**src/inc/filter_load_pkg.sv**
```systemverilog
package filter_load_pkg;
	// Register byte offsets (index times four)
	localparam logic [7:0] OFS_COMMAND    = 8'h00;
	localparam logic [7:0] OFS_INT_MASK   = 8'h10;
	localparam logic [7:0] OFS_INT_STATUS = 8'h14;
	localparam logic [7:0] OFS_PAGE_BASE  = 8'h50;
	localparam logic [7:0] OFS_ENTRY_PTR  = 8'h84;
	localparam logic [7:0] OFS_PORT_HIGH  = 8'h88;
	localparam logic [7:0] OFS_PORT_MID   = 8'h8C;
	localparam logic [7:0] OFS_PORT_LOW   = 8'h90;
	localparam logic [7:0] OFS_ENABLE     = 8'h94;
	localparam logic [7:0] OFS_DESC_PTR   = 8'h98;
	localparam logic [7:0] OFS_DESC_COUNT = 8'h9C;
	// Field positions and count field width
	localparam int BIT_CMD_LOAD    = 9;
	localparam int BIT_CMD_SWRESET = 7;
	localparam int BIT_LOAD_DONE   = 12;
	localparam int COUNT_BITS      = 5;
	// Reset values and words per descriptor
	localparam logic [15:0] RST_COMMAND = 16'h0080;
	localparam logic [15:0] RST_WORD    = 16'h0000;
	localparam logic [3:0]  WORDS_PER_DESC = 4'h4;
	typedef enum logic [2:0] {
		ST_IDLE  = 3'b000,
		ST_WAIT  = 3'b001,
		ST_REQ   = 3'b010,
		ST_STORE = 3'b011,
		ST_DONE  = 3'b100
	} load_state_t;
endpackage : filter_load_pkg

```
**src/filter_entry_mem.sv**
```systemverilog
`timescale 1ns/100ps
// Sixteen entries, three 16-bit cells each; read data registered
module filter_entry_mem #(
	parameter int ENTRIES = 16
) (
	input  wire logic                       clock_i,
	input  wire logic                       wr_en_i,
	input  wire logic [$clog2(ENTRIES)-1:0] wr_entry_i,
	input  wire logic [1:0]                 wr_cell_i,
	input  wire logic [15:0]                wr_data_i,
	input  wire logic [$clog2(ENTRIES)-1:0] rd_entry_i,
	input  wire logic [1:0]                 rd_cell_i,
	output logic      [15:0]                rd_data_o
);
	logic [15:0] cell_mem [0:ENTRIES*3-1];

	function automatic int cell_index(input logic [$clog2(ENTRIES)-1:0] e,
	                                  input logic [1:0] c);
		return int'(e) * 3 + int'(c);
	endfunction : cell_index

	initial begin
		if (ENTRIES < 2 || ENTRIES > 16)
			$error("ENTRIES out of range");
	end

	always_ff @(posedge clock_i) begin
		if (wr_en_i && wr_cell_i != 2'd3)
			cell_mem[cell_index(wr_entry_i, wr_cell_i)] <= wr_data_i;
	end

	always_ff @(posedge clock_i) begin
		if (rd_cell_i == 2'd3)
			rd_data_o <= 16'h0000;
		else
			rd_data_o <= cell_mem[cell_index(rd_entry_i, rd_cell_i)];
	end
endmodule : filter_entry_mem

```
**src/filter_load_dma.sv**
```systemverilog
// The address map and the APB interface to the registers are this design's own decisions.
`timescale 1ns/100ps
module filter_load_dma
	import filter_load_pkg::*;
#(
	parameter int ENTRIES = 16
) (
	input  wire logic        clock_i,
	input  wire logic        rst_b_i,
	input  wire logic        psel_i,
	input  wire logic        penable_i,
	input  wire logic        pwrite_i,
	input  wire logic [7:0]  paddr_i,
	input  wire logic [31:0] pwdata_i,
	output logic      [31:0] prdata_o,
	output logic             pready_o,
	output logic             pslverr_o,
	output logic             mem_req_o,
	output logic      [31:0] mem_addr_o,
	input  wire logic        mem_ack_i,
	input  wire logic [15:0] mem_rdata_i,
	input  wire logic        link_busy_i,
	input  wire logic [47:0] match_addr_i,
	output logic             match_hit_o,
	output logic             irq_o
);
	import filter_load_pkg::*;

	localparam int EW = $clog2(ENTRIES);

	load_state_t        state_ff;
	logic [15:0]        command_ff;
	logic [15:0]        int_mask_ff;
	logic [15:0]        int_status_ff;
	logic [15:0]        page_base_ff;
	logic [15:0]        desc_ptr_ff;
	logic [15:0]        desc_count_ff;
	logic [15:0]        entry_ptr_ff;
	logic [15:0]        enable_ff;
	logic [1:0]         word_ff;
	logic               mask_phase_ff;
	logic               busy_s1_ff;
	logic               busy_s2_ff;
	logic               ack_s1_ff;
	logic               ack_s2_ff;
	logic [15:0]        rdata_s1_ff;
	logic [15:0]        rdata_s2_ff;
	logic               rd_pend_ff;
	logic [47:0]        entry_shadow [0:ENTRIES-1];
	logic [15:0]        mem_rd_data;
	logic               cell_wr;
	logic               word_take;
	logic [1:0]         cell_sel;
	logic               apb_setup;
	logic               apb_wr;
	logic               done_evt;
	logic [15:0]        nxt_rdata;
	logic               nxt_hit;

	initial begin
		if (ENTRIES != 16)
			$error("ENTRIES must match the 16-bit enable mask");
	end

	// Memory bus inputs come from outside this clock domain
	always_ff @(posedge clock_i or negedge rst_b_i) begin
		if (!rst_b_i) begin
			busy_s1_ff  <= 1'b0;
			busy_s2_ff  <= 1'b0;
			ack_s1_ff   <= 1'b0;
			ack_s2_ff   <= 1'b0;
			rdata_s1_ff <= RST_WORD;
			rdata_s2_ff <= RST_WORD;
		end else begin
			busy_s1_ff  <= link_busy_i;
			busy_s2_ff  <= busy_s1_ff;
			ack_s1_ff   <= mem_ack_i;
			ack_s2_ff   <= ack_s1_ff;
			rdata_s1_ff <= mem_rdata_i;
			rdata_s2_ff <= rdata_s1_ff;
		end
	end

	assign apb_setup = psel_i && !penable_i;
	assign apb_wr    = psel_i && penable_i && pwrite_i && pready_o;
	assign done_evt  = state_ff == ST_DONE;
	// A word is taken once, on the edge that first sees the synced ack
	assign word_take = state_ff == ST_REQ && mem_req_o && ack_s2_ff;
	// Word position zero is the pointer, 1..3 map to low, mid, high
	assign cell_sel  = word_ff - 2'd1;
	assign cell_wr   = word_take && !mask_phase_ff
	                   && word_ff != 2'd0;

	// Sequencer
	always_ff @(posedge clock_i or negedge rst_b_i) begin
		if (!rst_b_i) begin
			state_ff      <= ST_IDLE;
			word_ff       <= 2'd0;
			mask_phase_ff <= 1'b0;
			mem_req_o     <= 1'b0;
			mem_addr_o    <= 32'h0000_0000;
		end else begin
			case (state_ff)
				ST_IDLE: begin
					if (command_ff[BIT_CMD_LOAD] && !command_ff[BIT_CMD_SWRESET])
						state_ff <= ST_WAIT;
				end
				ST_WAIT: begin
					if (!busy_s2_ff) begin
						state_ff      <= ST_REQ;
						word_ff       <= 2'd0;
						mask_phase_ff <= desc_count_ff[COUNT_BITS-1:0] == '0;
					end
				end
				ST_REQ: begin
					if (word_take) begin
						mem_req_o <= 1'b0;
						state_ff  <= ST_STORE;
					end else if (!mem_req_o && !busy_s2_ff) begin
						mem_req_o  <= 1'b1;
						mem_addr_o <= {page_base_ff, desc_ptr_ff};
					end
				end
				ST_STORE: begin
					// Wait for ack to drop so one handshake is not seen twice
					if (!ack_s2_ff) begin
						if (mask_phase_ff)
							state_ff <= ST_DONE;
						else if (word_ff == 2'd3) begin
							word_ff       <= 2'd0;
							mask_phase_ff <= desc_count_ff[COUNT_BITS-1:0] == 5'd0;
							state_ff      <= ST_REQ;
						end else begin
							word_ff  <= word_ff + 2'd1;
							state_ff <= ST_REQ;
						end
					end
				end
				ST_DONE:
					state_ff <= ST_IDLE;
				default:
					state_ff <= ST_IDLE;
			endcase
		end
	end

	// Pointer, count, entry pointer and enable mask
	always_ff @(posedge clock_i or negedge rst_b_i) begin
		if (!rst_b_i) begin
			desc_ptr_ff   <= RST_WORD;
			desc_count_ff <= RST_WORD;
			entry_ptr_ff  <= RST_WORD;
			enable_ff     <= RST_WORD;
		end else if (word_take) begin
			desc_ptr_ff <= desc_ptr_ff + 16'h0002;
			if (mask_phase_ff)
				enable_ff <= rdata_s2_ff;
			else if (word_ff == 2'd0)
				entry_ptr_ff <= rdata_s2_ff;
			if (!mask_phase_ff && word_ff == 2'd3)
				desc_count_ff <= {11'h000,
				                  desc_count_ff[COUNT_BITS-1:0] - 5'd1};
		end else if (apb_wr) begin
			if (paddr_i == OFS_DESC_PTR)
				desc_ptr_ff <= pwdata_i[15:0];
			if (paddr_i == OFS_DESC_COUNT)
				desc_count_ff <= {11'h000, pwdata_i[COUNT_BITS-1:0]};
			if (paddr_i == OFS_ENTRY_PTR && command_ff[BIT_CMD_SWRESET])
				entry_ptr_ff <= pwdata_i[15:0];
		end
	end

	// Command, page base and interrupt registers
	always_ff @(posedge clock_i or negedge rst_b_i) begin
		if (!rst_b_i) begin
			command_ff    <= RST_COMMAND;
			page_base_ff  <= RST_WORD;
			int_mask_ff   <= RST_WORD;
			int_status_ff <= RST_WORD;
		end else begin
			if (apb_wr && paddr_i == OFS_COMMAND)
				// A finishing load drops its bit even under a command write
				command_ff <= pwdata_i[15:0]
				              | (done_evt ? 16'h0000 : command_ff & 16'h0200);
			else if (done_evt)
				command_ff[BIT_CMD_LOAD] <= 1'b0;
			if (apb_wr && paddr_i == OFS_PAGE_BASE)
				page_base_ff <= pwdata_i[15:0];
			if (apb_wr && paddr_i == OFS_INT_MASK)
				int_mask_ff <= pwdata_i[15:0];
			if (apb_wr && paddr_i == OFS_INT_STATUS)
				int_status_ff <= int_status_ff & ~pwdata_i[15:0];
			if (done_evt)
				int_status_ff[BIT_LOAD_DONE] <= 1'b1;
		end
	end

	always_ff @(posedge clock_i or negedge rst_b_i) begin
		if (!rst_b_i)
			irq_o <= 1'b0;
		else
			irq_o <= |(int_status_ff & int_mask_ff);
	end

	filter_entry_mem #(
		.ENTRIES(ENTRIES)
	) u_cells (
		.clock_i    (clock_i),
		.wr_en_i    (cell_wr),
		.wr_entry_i (entry_ptr_ff[EW-1:0]),
		.wr_cell_i  (cell_sel),
		.wr_data_i  (rdata_s2_ff),
		.rd_entry_i (entry_ptr_ff[EW-1:0]),
		.rd_cell_i  (paddr_i == OFS_PORT_LOW ? 2'd0 :
		             paddr_i == OFS_PORT_MID ? 2'd1 :
		             paddr_i == OFS_PORT_HIGH ? 2'd2 : 2'd3),
		.rd_data_o  (mem_rd_data)
	);

	// Shadow copy for parallel match; the memory gives one cell per cycle
	always_ff @(posedge clock_i) begin
		if (cell_wr)
			entry_shadow[entry_ptr_ff[EW-1:0]][16*cell_sel +: 16]
				<= rdata_s2_ff;
	end

	always_comb begin
		nxt_hit = 1'b0;
		for (int i = 0; i < ENTRIES; i++) begin
			if (enable_ff[i] && entry_shadow[i] == match_addr_i)
				nxt_hit = 1'b1;
		end
	end

	always_ff @(posedge clock_i or negedge rst_b_i) begin
		if (!rst_b_i)
			match_hit_o <= 1'b0;
		else
			match_hit_o <= nxt_hit;
	end

	// APB: one wait state so the cell memory read data is ready
	always_ff @(posedge clock_i or negedge rst_b_i) begin
		if (!rst_b_i)
			rd_pend_ff <= 1'b0;
		else
			rd_pend_ff <= apb_setup;
	end

	always_comb begin
		nxt_rdata = 16'h0000;
		case (paddr_i)
			OFS_COMMAND:    nxt_rdata = command_ff;
			OFS_INT_MASK:   nxt_rdata = int_mask_ff;
			OFS_INT_STATUS: nxt_rdata = int_status_ff;
			OFS_PAGE_BASE:  nxt_rdata = page_base_ff;
			OFS_ENTRY_PTR:  nxt_rdata = entry_ptr_ff;
			OFS_ENABLE:     nxt_rdata = enable_ff;
			OFS_DESC_PTR:   nxt_rdata = desc_ptr_ff;
			OFS_DESC_COUNT: nxt_rdata = desc_count_ff;
			OFS_PORT_LOW, OFS_PORT_MID, OFS_PORT_HIGH:
				nxt_rdata = command_ff[BIT_CMD_SWRESET] ? mem_rd_data
				                                        : 16'h0000;
			default:        nxt_rdata = 16'h0000;
		endcase
	end

	always_ff @(posedge clock_i or negedge rst_b_i) begin
		if (!rst_b_i) begin
			pready_o  <= 1'b0;
			prdata_o  <= 32'h0000_0000;
			pslverr_o <= 1'b0;
		end else begin
			pready_o  <= psel_i && penable_i && rd_pend_ff && !pready_o;
			prdata_o  <= {16'h0000, nxt_rdata};
			pslverr_o <= psel_i && penable_i && rd_pend_ff && paddr_i[1:0] != 2'b00;
		end
	end
endmodule : filter_load_dma

```
**config.mk**
```make
export PLATFORM = sky130hd
export DESIGN_NAME = filter_load_dma
export DESIGN_NICKNAME = d
export VERILOG_FILES = /design/src/inc/filter_load_pkg.sv /design/src/filter_entry_mem.sv /design/src/filter_load_dma.sv
export SDC_FILE = /design/constraint.sdc
export NUM_CORES = 2
export LEC_CHECK = 0
export BUFFER_PORTS_ARGS = -buffer_cell sky130_fd_sc_hd__buf_2
export CAP_MARGIN = 20
export CORE_ASPECT_RATIO = 1.75
export CORE_UTILIZATION = 50
export CTS_CLUSTER_SIZE = 40
export DETAILED_ROUTE_END_ITERATION = 10
export PLACE_DENSITY = 0.68
export SLEW_MARGIN = 30
export SYNTH_ARGS = -nofsm -noshare
export SYNTH_HDL_FRONTEND = slang
export SYNTH_SLANG_ARGS = --single-unit
```
**constraint.sdc**
```tcl
create_clock -name clock_i -period 4.2 [get_ports clock_i]
set_input_delay 1.05 -clock clock_i [delete_from_list [all_inputs] [get_ports clock_i]]
set_output_delay 1.05 -clock clock_i [all_outputs]
set_load 0.05 [all_outputs]
```
==> run summary <==
Top delay family on crit path - adder cells
share of post-route cells with drive strength above 1 - 25.6%
clk buf depth - 3
Lkg Pwr - 0.0312 uW
Pwr Density - 433 nW/um^2
Max FO, Critical Path - 7
grt total ovfl - 0
worst min-delay path class - input port to async pin
CTS resizes - 0
critical path required time - 4.87 ns
final core utilization - 58.3%
hold_buf cts - 0
Synth Instances - 4093
die width - 288 um
Critical Path Slowest Stage Cell - fa_4
Slew @ Worst Pin - 1.01 ns
Clk Latency, worst-skew pair - 0.81 ns
Routed Antenna Nets - 0
Initial Util - 50.5%
Yosys cell types - 79
vias in the first global route - 41400
H-tree depth - 4
Avg Inst Size Synth - 17.5 um^2
die height - 503 um
1st-iter DRT viols - 5816
core box area - 142000 um^2
Seq/Total Area, Yosys - 72.1%
clk slew on worst S/H paths - 0.07 ns
number of max-cap violations - 0
Async S/R FF share, synth - 12.1%
IO buf count - 147
Hold Fails Final Rpt - 0
Final Max Tran Viols - 0
number of nets in the layout - 4696
FF+latch count, synth - 1765
CP peak stage delay - 0.89 ns
status - finished, violations left
drt first pass iters - 10
Slew HR - 32.9%
Post-Syn Area - 71800 um^2
CP Launch Type - input port
number of synthesized flops with an enable pin - 1536
minimum clock period - 3.97 ns
failing checks - design-rule violations
CP arrival - 4.64 ns
CP endpoint kind - register
drt total wl - 236 mm
I/O pin count - 180
largest net degree at the start of global routing - 99
commonest non-fill, non-tap cell in the layout - edfxtp_1
Num CTS Buffers - 155
YS warnings - 0
first-pass GRT wire length - 321 mm
postcts setup bufs - 0
Final GP Congestion - 0.989
final setup vio count - 0
final HPWL from detailed placement - 156 mm
total die area - 145000 um^2
WL/cell - 36.0 um
commonest non-fill, non-tap cells in the layout - 1536 x edfxtp_1, 559 x xor2_1, 319 x buf_4
clock sink count - 1765
DRC - 28
RSZ-0062 raised after global routing - no
total power draw - 35900 uW
Root Buffer - clkbuf_16
WS Path Type - input port to register
Area Overhead vs Synth - 15.5%
vias per inst - 6.42
Buffers & Inverters on Critical Path - 3
CTS tree - done
Primary FF master, synth - edfxtp_1
fmax - 252 MHz
initial antenna violation count - 23
gr usage total - 32.7%
via count - 42100
floorplan row count - 183
peak supply drop - 0.430 mV
crit-path cells - buf_2, nor3_1, nand2_1, nor2_1, o21ai_0, ha_4, fa_4, buf_4, buf_4, mux4_2, mux4_2, o21ai_0, a31oi_1
final worst-path cycle share - 94.5%
skew final - 0.0510 ns
-- cells by family (layout without fill, tap and decap cells) --
logic type               Yosys count  after routing  share of synthesized area, %
flip-flops                      1765           1765                          72.1
XOR/XNOR                         737            737                          9.01
AND/OR/NAND/NOR                  704            704                          5.14
multiplexers                     335            335                          9.02
buffers and inverters            273            853                          1.69
AO/OA/AOI/OAI                    252            252                          2.52
adder cells (fa/ha/maj)           26             26                         0.485
other                              1             28                       0.00522
-- per-layer routing --
metal	vias to the layer above	track usage [%]	part of all wire, %
met5	-	0	0.039
met4	12	25.2	9.5
met3	918	6.74	9.6
met2	2885	55.2	50
met1	21600	36.1	31
li1	16700	-	-
-- metrics by stage --
stage / setup TNS [ns] / instance area, um^2 / hold slack (ns) / worst slack, ns / std cells
after floorplan: 0 / 71800 / 0.331 / 0.0408 / 4108
after global placement: -6.07 / 77700 / 0.333 / -0.477 / 6252
after detailed placement: -7.56 / 77700 / 0.335 / -0.540 / 6252
after CTS: 0 / 82900 / 0.269 / 0.275 / 6538
after global routing: 0 / 82900 / 0.313 / 0.104 / 6539
final: 0 / 82900 / 0.247 / 0.232 / 6550
-- cell usage after synthesis, types with 72 or more instances --
| cell type | instances | area, um^2 |
|---|---|---|
| edfxtp_1 | 1536 | 46100 |
| dfrtp_1 | 212 | 5310 |
| nand4_1 | 72 | 450 |
| xor2_1 | 559 | 4900 |
| mux2_2 | 94 | 1060 |
| nor2_1 | 127 | 477 |
| mux4_2 | 240 | 5410 |
| nand2_1 | 128 | 480 |
| buf_2 | 80 | 400 |
| nor4_1 | 152 | 951 |
| xnor2_1 | 176 | 1540 |
| clkbuf_1 | 111 | 417 |
-- path summary, 6_finish.rpt --
kind	cells past startpoint	slack (ns)	from	endpoint
hold / removal	1	0.25	rst_b_i	desc_ptr_ff[13]$_DFFE_PN0P_
setup reg to reg	10	0.35	entry_ptr_ff[1]$_DFFE_PN0P_	u_cells.rd_data_o[5]$_SDFF_PN0_
hold reg to reg	0	0.34	rdata_s1_ff[5]$_DFF_PN0_	rdata_s2_ff[5]$_DFF_PN0_
setup / recovery	13	0.23	paddr_i[5]	u_cells.rd_data_o[5]$_SDFF_PN0_
min in group clock_i	0	0.34	rdata_s1_ff[5]$_DFF_PN0_	rdata_s2_ff[5]$_DFF_PN0_
max in group asynchronous	2	2.82	rst_b_i	rdata_s2_ff[3]$_DFF_PN0_
-- where the power goes --
part / internal [uW] / total (uW) / switching [uW] / leakage (uW)
Combinational: 736 / 2100 / 1370 / 0.00990
Sequential: 19000 / 19100 / 73.7 / 0.0187
Clock: 8170 / 14700 / 6550 / 0.00254
Total: 27900 / 35900 / 7990 / 0.0312
-- area by class of cell --
cell class                      instances  area, um^2
Clock inverter                         88         970
Antenna cell                           12        30.0
Inverter                               48         180
Fill cell                           10600       59300
Timing Repair Buffer                  519        4200
Clock buffer                          198        4220
Sequential cell                      1765       51800
Multi-Input combinational cell       2070       19200
Tap cell                             1850        2310
No activity file was read; power rests on OpenSTA's default activity.
